### config.mk
export PLATFORM = sky130hd
export DESIGN_NAME = fpes_host
export DESIGN_NICKNAME = d
export VERILOG_FILES = /design/src/verilog/fpes_sync.v /design/src/verilog/fpes_host.v
export VERILOG_INCLUDE_DIRS = /design/src /design/src/verilog
export SDC_FILE = /design/constraint.sdc
export NUM_CORES = 1
export LEC_CHECK = 0
export ABC_AREA = 1
export CAP_MARGIN = 40
export CORE_UTILIZATION = 61
export DETAILED_ROUTE_END_ITERATION = 7
export DONT_BUFFER_PORTS = 1
export PLACE_DENSITY = 0.77
export SYNTH_ARGS = -nofsm -noshare
export SYNTH_HDL_FRONTEND = slang
export SYNTH_SLANG_ARGS = --single-unit
### constraint.sdc
create_clock -name mclk -period 2.2 [get_ports mclk]
set_clock_uncertainty 0.05 [all_clocks]
set_input_delay 0.33 -clock mclk [delete_from_list [all_inputs] [get_ports mclk]]
set_output_delay 0.33 -clock mclk [all_outputs]
set_load 0.02 [all_outputs]
### src/verilog/fpes_defines.vh
// Constants for the flash program/erase host controller.
// Assumes a 20 MHz mclk; all times are turned into mclk cycle counts here.
// Operation
// - Host writes six-cycle sector erase sequence, optionally more 30H confirms.
// - Extra sector confirms follow within the 100 us load window.
// - Host polls status at a valid address of the operated location.
// - On limit flag set, host rereads polling bit before declaring failure.
// - Host reads toggle flag twice; running only when the two differ.
// - On limit flag set, host rechecks toggle before reporting error.
// - Host holds reset 10 us when aborting algorithm, else 500 ns.
// - Host waits 50 ns after ready returns high before write enable low.
// - Protect write pulse at least 10 us, unprotect at least 12 ms.
// - High unprotect voltage on reset pin set 4 us before next write.
`ifndef FPES_DEFINES_VH
`define FPES_DEFINES_VH

`define FPES_CLK_MHZ        20
// Command words and addresses
`define FPES_ADR_UNLOCK1    20'h00555
`define FPES_ADR_UNLOCK2    20'h002AA
`define FPES_DAT_UNLOCK1    16'h00AA
`define FPES_DAT_UNLOCK2    16'h0055
`define FPES_DAT_PROGRAM    16'h00A0
`define FPES_DAT_ERASE      16'h0080
`define FPES_DAT_CHIP       16'h0010
`define FPES_DAT_SECTOR     16'h0030
`define FPES_DAT_RESET_CMD  16'h00F0
// Status bit positions
`define FPES_BIT_POLL       7
`define FPES_BIT_TOGGLE     6
`define FPES_BIT_LIMIT      5
`define FPES_BIT_TIMEOUT    3
`define FPES_BIT_TOGGLE2    2
`define FPES_SECT_LSB       12
// Times in their own units, then cycle counts (least rounds up)
`define FPES_T_SLOAD_US     100
`define FPES_T_RB_WE_NS     50
`define FPES_T_RP_ABORT_US  10
`define FPES_T_RP_IDLE_NS   500
`define FPES_T_READY_ABORT_US 20
`define FPES_T_PROT_US      10
`define FPES_T_UNPROT_MS    12
`define FPES_T_VID_US       4
`define FPES_CYC_SLOAD      (`FPES_T_SLOAD_US * `FPES_CLK_MHZ)
`define FPES_CYC_RB_WE      ((`FPES_T_RB_WE_NS * `FPES_CLK_MHZ + 999) / 1000)
`define FPES_CYC_RP_ABORT   (`FPES_T_RP_ABORT_US * `FPES_CLK_MHZ)
`define FPES_CYC_RP_IDLE    ((`FPES_T_RP_IDLE_NS * `FPES_CLK_MHZ + 999) / 1000)
`define FPES_CYC_READY_AB   (`FPES_T_READY_ABORT_US * `FPES_CLK_MHZ)
`define FPES_CYC_PROT       (`FPES_T_PROT_US * `FPES_CLK_MHZ)
`define FPES_CYC_UNPROT     (`FPES_T_UNPROT_MS * 1000 * `FPES_CLK_MHZ)
`define FPES_CYC_VID        (`FPES_T_VID_US * `FPES_CLK_MHZ)
// Bus cycle phases: each write phase lasts this many mclk cycles, a read phase three more
`define FPES_CYC_PHASE      3
// Operation codes at the user port
`define FPES_OP_PROG        3'h0
`define FPES_OP_CHIP        3'h1
`define FPES_OP_SECT        3'h2
`define FPES_OP_RESET       3'h3
`define FPES_OP_PROTECT     3'h4
`define FPES_OP_UNPROTECT   3'h5
`define FPES_OP_READ        3'h6
// Result codes
`define FPES_RES_OK         2'h0
`define FPES_RES_FAIL       2'h1
`define FPES_RES_TOOLATE    2'h2

`endif

### src/verilog/fpes_sync.v
// Two-flop synchroniser bank for the flash pins entering mclk domain.
// Assumes asynchronous inputs; only the second stage is visible outside.
`timescale 1ns/10ps
module fpes_sync #(
  parameter W = 17
) (
  // Clock and reset
  input  wire         mclk,
  input  wire         rst_n,
  // Signals
  input  wire [W-1:0] din,
  output wire [W-1:0] dout
);
  reg [W-1:0] stage1;
  reg [W-1:0] stage2;

  // Per-bit two-flop chains
  genvar i;
  generate
    for (i = 0; i < W; i = i + 1) begin : g_bit
      always @(posedge mclk or negedge rst_n) begin
        if (!rst_n) begin
          stage1[i] <= 1'b0;
          stage2[i] <= 1'b0;
        end else begin
          stage1[i] <= din[i];
          stage2[i] <= stage1[i];
        end
      end
    end
  endgenerate

  assign dout = stage2;
endmodule // fpes_sync

### src/verilog/fpes_host.v
// Host controller sequencing commands into a parallel NOR flash.
// Assumes asynchronous flash pins; status reads pass a two-flop synchroniser.
`timescale 1ns/10ps
`include "fpes_defines.vh"
module fpes_host #(
  parameter [31:0] UNPROT_CYC = `FPES_CYC_UNPROT,
  parameter [31:0] OP_LIMIT   = 32'd800000000
) (
  // Clock and reset
  input  wire        mclk,
  input  wire        rst_n,
  // User command port
  input  wire        cmd_valid,
  input  wire [2:0]  cmd_op,
  input  wire [19:0] cmd_addr,
  input  wire [15:0] cmd_data,
  input  wire        cmd_more,
  input  wire        cmd_poll_toggle,
  output reg         cmd_ready,
  output reg         done,
  output reg  [1:0]  result,
  output reg  [15:0] rd_data,
  // Flash pins
  output reg  [19:0] fl_addr,
  output reg  [15:0] fl_dq_out,
  output reg         fl_dq_oe,
  input  wire [15:0] fl_dq_in,
  output reg         fl_ce_n,
  output reg         fl_oe_n,
  output reg         fl_we_n,
  output reg         fl_reset_n,
  output reg         fl_vid_en,
  input  wire        ready_busy_output
);
  localparam S_IDLE  = 4'h0;
  localparam S_WR    = 4'h1;
  localparam S_WRH   = 4'h2;
  localparam S_RD    = 4'h3;
  localparam S_RDH   = 4'h4;
  localparam S_CHECK = 4'h5;
  localparam S_RST   = 4'h6;
  localparam S_WAIT  = 4'h7;
  localparam S_PULSE = 4'h8;
  localparam S_DONE  = 4'h9;
  localparam S_VID   = 4'hA;

  wire [16:0] sync_q;
  wire [15:0] dq_s = sync_q[15:0];
  wire        rb_s = sync_q[16];

  reg [3:0]  state;
  reg [2:0]  op;
  reg [2:0]  step;
  reg [31:0] cnt;
  reg [31:0] op_cnt;
  reg [15:0] wdata;
  reg [19:0] target;
  reg [15:0] prev_rd;
  reg        have_prev;
  reg        limit_seen;
  reg        use_toggle;
  reg        rb_low_seen;

  // Pins sampled from outside the mclk domain
  fpes_sync #(.W(17)) u_sync (
    .mclk  (mclk),
    .rst_n (rst_n),
    .din   ({ready_busy_output, fl_dq_in}),
    .dout  (sync_q)
  );

  // Next command word of the unlock sequence for each step
  reg [19:0] seq_a;
  reg [15:0] seq_d;
  always @* begin
    seq_a = `FPES_ADR_UNLOCK1;
    seq_d = `FPES_DAT_UNLOCK1;
    case (step)
      3'h0: begin seq_a = `FPES_ADR_UNLOCK1; seq_d = `FPES_DAT_UNLOCK1; end
      3'h1: begin seq_a = `FPES_ADR_UNLOCK2; seq_d = `FPES_DAT_UNLOCK2; end
      3'h2: begin
        seq_a = `FPES_ADR_UNLOCK1;
        seq_d = (op == `FPES_OP_PROG) ? `FPES_DAT_PROGRAM : `FPES_DAT_ERASE;
      end
      3'h3: begin
        if (op == `FPES_OP_PROG) begin
          seq_a = target;
          seq_d = wdata;
        end else begin
          seq_a = `FPES_ADR_UNLOCK1;
          seq_d = `FPES_DAT_UNLOCK1;
        end
      end
      3'h4: begin seq_a = `FPES_ADR_UNLOCK2; seq_d = `FPES_DAT_UNLOCK2; end
      default: begin
        seq_a = target;
        seq_d = (op == `FPES_OP_CHIP) ? `FPES_DAT_CHIP : `FPES_DAT_SECTOR;
      end
    endcase
  end

  // Last index of the write sequence for each operation
  wire [2:0] last_step = (op == `FPES_OP_PROG) ? 3'h3 : 3'h5;
  wire toggling = (dq_s[`FPES_BIT_TOGGLE] != prev_rd[`FPES_BIT_TOGGLE]);
  wire poll_done = (op == `FPES_OP_PROG) ?
                   (dq_s[`FPES_BIT_POLL] == wdata[`FPES_BIT_POLL]) :
                   dq_s[`FPES_BIT_POLL];

  // Main sequencer
  always @(posedge mclk or negedge rst_n) begin
    if (!rst_n) begin
      state <= S_IDLE; op <= 3'h0; step <= 3'h0; cnt <= 32'h0; op_cnt <= 32'h0;
      wdata <= 16'h0000; target <= 20'h00000; prev_rd <= 16'h0000;
      have_prev <= 1'b0; limit_seen <= 1'b0; use_toggle <= 1'b0; rb_low_seen <= 1'b0;
      cmd_ready <= 1'b0; done <= 1'b0; result <= 2'h0; rd_data <= 16'h0000;
      fl_addr <= 20'h00000; fl_dq_out <= 16'h0000; fl_dq_oe <= 1'b0;
      fl_ce_n <= 1'b1; fl_oe_n <= 1'b1; fl_we_n <= 1'b1;
      fl_reset_n <= 1'b1; fl_vid_en <= 1'b0;
    end else begin
      done <= 1'b0;
      if (state != S_IDLE)
        op_cnt <= op_cnt + 32'h1;
      case (state)
        S_IDLE: begin
          cmd_ready <= 1'b1;
          fl_ce_n <= 1'b1; fl_oe_n <= 1'b1; fl_we_n <= 1'b1; fl_dq_oe <= 1'b0;
          if (cmd_valid && cmd_ready) begin
            cmd_ready <= 1'b0;
            op <= cmd_op; target <= cmd_addr; wdata <= cmd_data;
            use_toggle <= cmd_poll_toggle;
            step <= 3'h0; cnt <= 32'h0; op_cnt <= 32'h0;
            have_prev <= 1'b0; limit_seen <= 1'b0; rb_low_seen <= 1'b0;
            case (cmd_op)
              `FPES_OP_RESET:     begin
                // Abort length chosen once; the busy pin frees up while reset is low
                state <= S_RST; fl_reset_n <= 1'b0; step <= rb_s ? 3'h0 : 3'h1;
              end
              `FPES_OP_READ:      begin state <= S_RD; fl_addr <= cmd_addr; end
              `FPES_OP_PROTECT,
              `FPES_OP_UNPROTECT: begin state <= S_VID; fl_vid_en <= 1'b1; end
              default:            state <= S_WAIT;
            endcase
          end
        end
        // Wait out ready recovery before write enable falls
        S_WAIT: begin
          cnt <= cnt + 32'h1;
          if (!rb_s)
            cnt <= 32'h0;
          else if (cnt >= `FPES_CYC_RB_WE - 1) begin
            cnt <= 32'h0;
            state <= S_WR;
          end
        end
        // Write strobe low phase
        S_WR: begin
          fl_addr <= seq_a; fl_dq_out <= seq_d; fl_dq_oe <= 1'b1;
          fl_ce_n <= 1'b0; fl_oe_n <= 1'b1; fl_we_n <= 1'b0;
          cnt <= cnt + 32'h1;
          if (cnt >= `FPES_CYC_PHASE - 1) begin
            cnt <= 32'h0; fl_we_n <= 1'b1; state <= S_WRH;
          end
        end
        // Write strobe high phase, then next word or polling
        S_WRH: begin
          fl_we_n <= 1'b1;
          cnt <= cnt + 32'h1;
          if (cnt >= `FPES_CYC_PHASE - 1) begin
            cnt <= 32'h0; fl_dq_oe <= 1'b0; fl_ce_n <= 1'b1;
            if (step < last_step) begin
              step <= step + 3'h1; state <= S_WR;
            end else if (op == `FPES_OP_SECT && cmd_more && cmd_valid) begin
              target <= cmd_addr;
              state <= S_WR;
            end else begin
              fl_addr <= target;
              state <= S_RD;
            end
          end
        end
        // Read strobe; waits for data to settle through the synchroniser
        S_RD: begin
          fl_ce_n <= 1'b0; fl_oe_n <= 1'b0; fl_dq_oe <= 1'b0;
          if (!rb_s)
            rb_low_seen <= 1'b1;
          cnt <= cnt + 32'h1;
          if (cnt >= `FPES_CYC_PHASE + 2) begin
            cnt <= 32'h0; state <= S_CHECK;
          end
        end
        // Judge completion by polling or toggle flags
        S_CHECK: begin
          fl_oe_n <= 1'b1; fl_ce_n <= 1'b1;
          prev_rd <= dq_s; have_prev <= 1'b1;
          rd_data <= dq_s;
          state <= S_RD;
          if (op == `FPES_OP_READ) begin
            result <= `FPES_RES_OK; state <= S_DONE;
          end else if (use_toggle ? (have_prev && !toggling) : poll_done) begin
            result <= `FPES_RES_OK; state <= S_DONE;
          end else if (limit_seen) begin
            result <= `FPES_RES_FAIL; state <= S_DONE;
          end else if (dq_s[`FPES_BIT_LIMIT]) begin
            limit_seen <= 1'b1;
          end else if (op_cnt >= OP_LIMIT) begin
            result <= `FPES_RES_TOOLATE; state <= S_DONE;
          end
        end
        // Reset pulse: long if an algorithm might be running
        S_RST: begin
          fl_reset_n <= 1'b0;
          cnt <= cnt + 32'h1;
          if (cnt >= (step[0] ? `FPES_CYC_RP_ABORT : `FPES_CYC_RP_IDLE) - 1) begin
            fl_reset_n <= 1'b1; cnt <= 32'h0;
            state <= S_PULSE;
          end
        end
        // Protect/unprotect write pulse, or post-reset recovery
        S_PULSE: begin
          cnt <= cnt + 32'h1;
          if (op == `FPES_OP_RESET) begin
            if (cnt >= (step[0] ? `FPES_CYC_READY_AB : `FPES_CYC_RP_IDLE) - 1) begin
              result <= `FPES_RES_OK; state <= S_DONE;
            end
          end else begin
            fl_addr <= target; fl_ce_n <= 1'b0; fl_we_n <= 1'b0;
            // Strobe fell at cnt 0, so the full count keeps it low for the whole minimum
            if (cnt >= ((op == `FPES_OP_PROTECT) ? `FPES_CYC_PROT : UNPROT_CYC)) begin
              fl_we_n <= 1'b1; fl_ce_n <= 1'b1; fl_vid_en <= 1'b0;
              result <= `FPES_RES_OK; state <= S_DONE;
            end
          end
        end
        // High voltage settles before the write pulse
        S_VID: begin
          fl_vid_en <= 1'b1;
          cnt <= cnt + 32'h1;
          if (cnt >= `FPES_CYC_VID - 1) begin
            cnt <= 32'h0; state <= S_PULSE;
          end
        end
        S_DONE: begin
          fl_ce_n <= 1'b1; fl_oe_n <= 1'b1; fl_we_n <= 1'b1; fl_dq_oe <= 1'b0;
          done <= 1'b1; state <= S_IDLE;
        end
        default: state <= S_IDLE;
      endcase
    end
  end
endmodule // fpes_host

==> qor.yml <==
post_dp_hpwl_um: 19870
cts_sinks: 209
cts.htree.levels: 1
failed_checks: "design-rule violations, negative hold slack"
synth_top_area_share_pct: 45.30
slew-limit-headroom_pct: 64.46
avgSynthCellArea_um2: 7.837
layout.cells.most_common: "sky130_fd_sc_hd__nand2_1"
dr_drc_count: 14
power.leakage_uw: 0.006504
io_pins: 123
synth_area_leader_cell: "sky130_fd_sc_hd__dfrtp_1"
max_cap_violations: 0
cts_tree: "done"
worstHoldPathType: "in -> async"
power.combinational.fraction_pct: 38.0
io_buffers: 0
postRouteAntennaNets: 0
critical_path_peak_fanout: 20
routed_wirelength_um: 30800
place.gp.congestion: 0.9061
initial_utilization_pct: 62.62
final_max_slew_viol_count: 0
antenna-diode-count: 0
core_area_um2: 18090
sequentialPowerShare_pct: 37.6
clock_latency_ps: 520
grt_pass1_wl_um: 49730
detailed_router_s_first_iteration_violation_count: 818
timing.critical_path.to_type: "flop"
most-common-layout-cells: "sky130_fd_sc_hd__nand2_1 (416), sky130_fd_sc_hd__dfrtp_1 (202), sky130_fd_sc_hd__inv_1 (161)"
worst-endpoint-required_ps: 2580
floorplan.die.width_um: 138.3
cts_inserted_buffers: 23
yosys.area_share.xor_xnor_pct: 1.856
max_freq_mhz: 481.4
ir_drop_worst_vdd_mv: 1.093
share_of_flip_flops_with_an_asynchronous_set_or_reset_after_synthesis_pct: 100.0
min_tclk_post_route_ps: 2077
pwr-share-clk_pct: 24.4
synth_top_family_by_area: "simple AND/OR/NAND/NOR gates"
design.die.area_um2: 19110
clock_slew_at_reported_path_ffs_ps: 70
global_route_total_usage_across_every_layer_pct: 32.23
report.power.total_uw: 16980
layout.nets: 1631
grt_antenna_before_repair: 0
hold_slack_ps: -544.0
clock_tree.buffer_depth: 3
power.net_switching_uw: 7155
pwr_density_cell_nw_per_um2: 1269
overflow: 0
cp.arrival_ps: 2460
fp-row-count: 49
power_switching_share_pct: 42.14
fp.dieH_um: 138.3
grt_pass1_vias: 10025
wire_per_inst_um: 17.16
synthesized_flop_and_latch_total: 209
report.final.setup_viol: 0
cts_root_buf: "sky130_fd_sc_hd__clkbuf_16"
post-route-period-util_pct: 94.42
ys_seq_area_share_pct: 46.23
setup_ws_ps: 122.8
syn-num-nets: 1527
area_growth_pct: 18.10
synth_top_flop_cell: "sky130_fd_sc_hd__dfrtp_1"
cts-hold-fix-buffers: 57
synth_simple_gate_area_share_pct: 30.36
synth_mux_area_share_pct: 0.1768
cellInternalPower_uw: 9823
timing_worst_slew_pin_value_ps: 528.2
complex_gate_fraction_of_the_synthesized_area_pct: 11.30
routed-via-count: 10253
avg_vias_per_cell: 5.712
pin_count_of_the_biggest_net_entering_global_routing: 210
setup-tns-final_ps: 0
drt-pass1-iter-count: 7
run_status: "finished, violations left"
syn-cell-area_um2: 11320
synth.top_cells.by_area: "sky130_fd_sc_hd__dfrtp_1 (45%), sky130_fd_sc_hd__nand2_1 (14%), sky130_fd_sc_hd__inv_1 (5.4%)"
yosysWarnings: 0
setup.worst_path.start_class: "flop"
yosysUniqueCellTypes: 50
synthAdderAreaFrac_pct: 2.320
synth_edf_count: 0
crit_type: "reg -> reg"
final_hold_fails: 209
dp_worst_setup_slack_ps: 28.80
syn-instance-count: 1445
post_route_cells_drive_above_1_share_pct: 13.54
## flip-flops by register name, indices dropped and copies added, names as in the netlist, 2 cells and up
name / flops
u_sync.stage1: 17
cnt: 32
wdata: 16
prev_rd: 16
fl_dq_out: 16
result: 2
u_sync.dout: 17
op_cnt: 32
state: 4
op: 3
fl_addr: 20
step: 3
target: 20
## path summary, 6_finish.rpt
kind                                        start              end  slack (ps)  depth (start not counted)
worst min-delay path                        rst_n          cnt[25]        -540                          0
worst max-delay path                       cnt[4]       target[16]         120                         11
max in group asynchronous                   rst_n          step[1]        2170                          0
worst min register to register  u_sync.stage1[10]  u_sync.dout[10]         300                          0
min in group mclk                    cmd_addr[17]      fl_addr[17]          10                          2
worst max register to register             cnt[4]       target[16]         120                         11
## area by class of cell
class                      count  area [um2]
sequential                   209        5239
timing repair buffer         117        1076
clock buffer                  29       628.1
inverter                     175       661.9
fill                        1316        4712
tap                          229       286.5
clock inverter                13       186.4
multi-input combinational   1023        5296
## layer usage
metal	GRT usage [%]	vias up	part of all wire, %	wire length, um
met5	0	-	0	0
met4	9.462	0	2.3	703
met3	6.512	56	7.7	2383
met2	55.24	384	49	15040
met1	41.53	4886	41	12670
li1	-	4927	-	-
## worst max-delay path, stage by stage, from the launching register on
cell and delay [ps]:
sky130_fd_sc_hd__dfrtp_1 410, sky130_fd_sc_hd__nor2_4 260, sky130_fd_sc_hd__nand2_1 130, sky130_fd_sc_hd__nor2_1 130, sky130_fd_sc_hd__nand2_1 90, sky130_fd_sc_hd__nor2_4 170
sky130_fd_sc_hd__nand3_4 130, sky130_fd_sc_hd__buf_4 170, sky130_fd_sc_hd__nand4_4 100, sky130_fd_sc_hd__buf_12 170, sky130_fd_sc_hd__nand2_1 90, sky130_fd_sc_hd__o21ai_1 90
## power by group through the flow
stage	Combinational (uW)	Clock, uW	Sequential, uW
after floorplan	4520	0	6110
after global placement	5650	0	6350
after detailed placement	5880	0	6370
after CTS	6020	4190	6330
after global routing	7180	4350	6470
final	6450	4150	6380
## repair_timing
item	in CTS	in global routing
buffers inserted	0	3
gates resized for setup	0	23
endpoints found under the hold margin	273	209
endpoints found under the setup margin	0	55
## per-stage QoR
step / util [%] / hold slack [ps] / std cells / area (um2)
6_report: 73.95 / -544.0 / 1795 / 13370
4_1_cts: 73.21 / -554.4 / 1790 / 13240
5_1_grt: 73.95 / -556.7 / 1795 / 13370
3_5_place_dp: 65.55 / -9.604 / 1691 / 11860
2_1_floorplan: - / -15.59 / 1445 / 11320
3_3_place_gp: 65.55 / -9.619 / 1691 / 11860
## logic make-up after synthesis
family          after synthesis
compound gates              215
xor+xnor                     24
fa+ha+maj                    21
buf+inv                     214
flops                       209
mux                           2
simple gates                760
## synth_stat cells, types with 15 or more instances
library cell                n
sky130_fd_sc_hd__a21oi_1   46
sky130_fd_sc_hd__dfrtp_1  205
sky130_fd_sc_hd__ha_1      21
sky130_fd_sc_hd__inv_1    162
sky130_fd_sc_hd__nand2_1  419
sky130_fd_sc_hd__nand3_1   88
sky130_fd_sc_hd__nand4_1   31
sky130_fd_sc_hd__nor2_1   107
sky130_fd_sc_hd__nor3_1    49
sky130_fd_sc_hd__o21ai_0   72
sky130_fd_sc_hd__o21ai_1   20
sky130_fd_sc_hd__o21ai_2   15
sky130_fd_sc_hd__o22ai_1   16
sky130_fd_sc_hd__xor2_1    24
No activity file was read; power rests on OpenSTA's default activity.
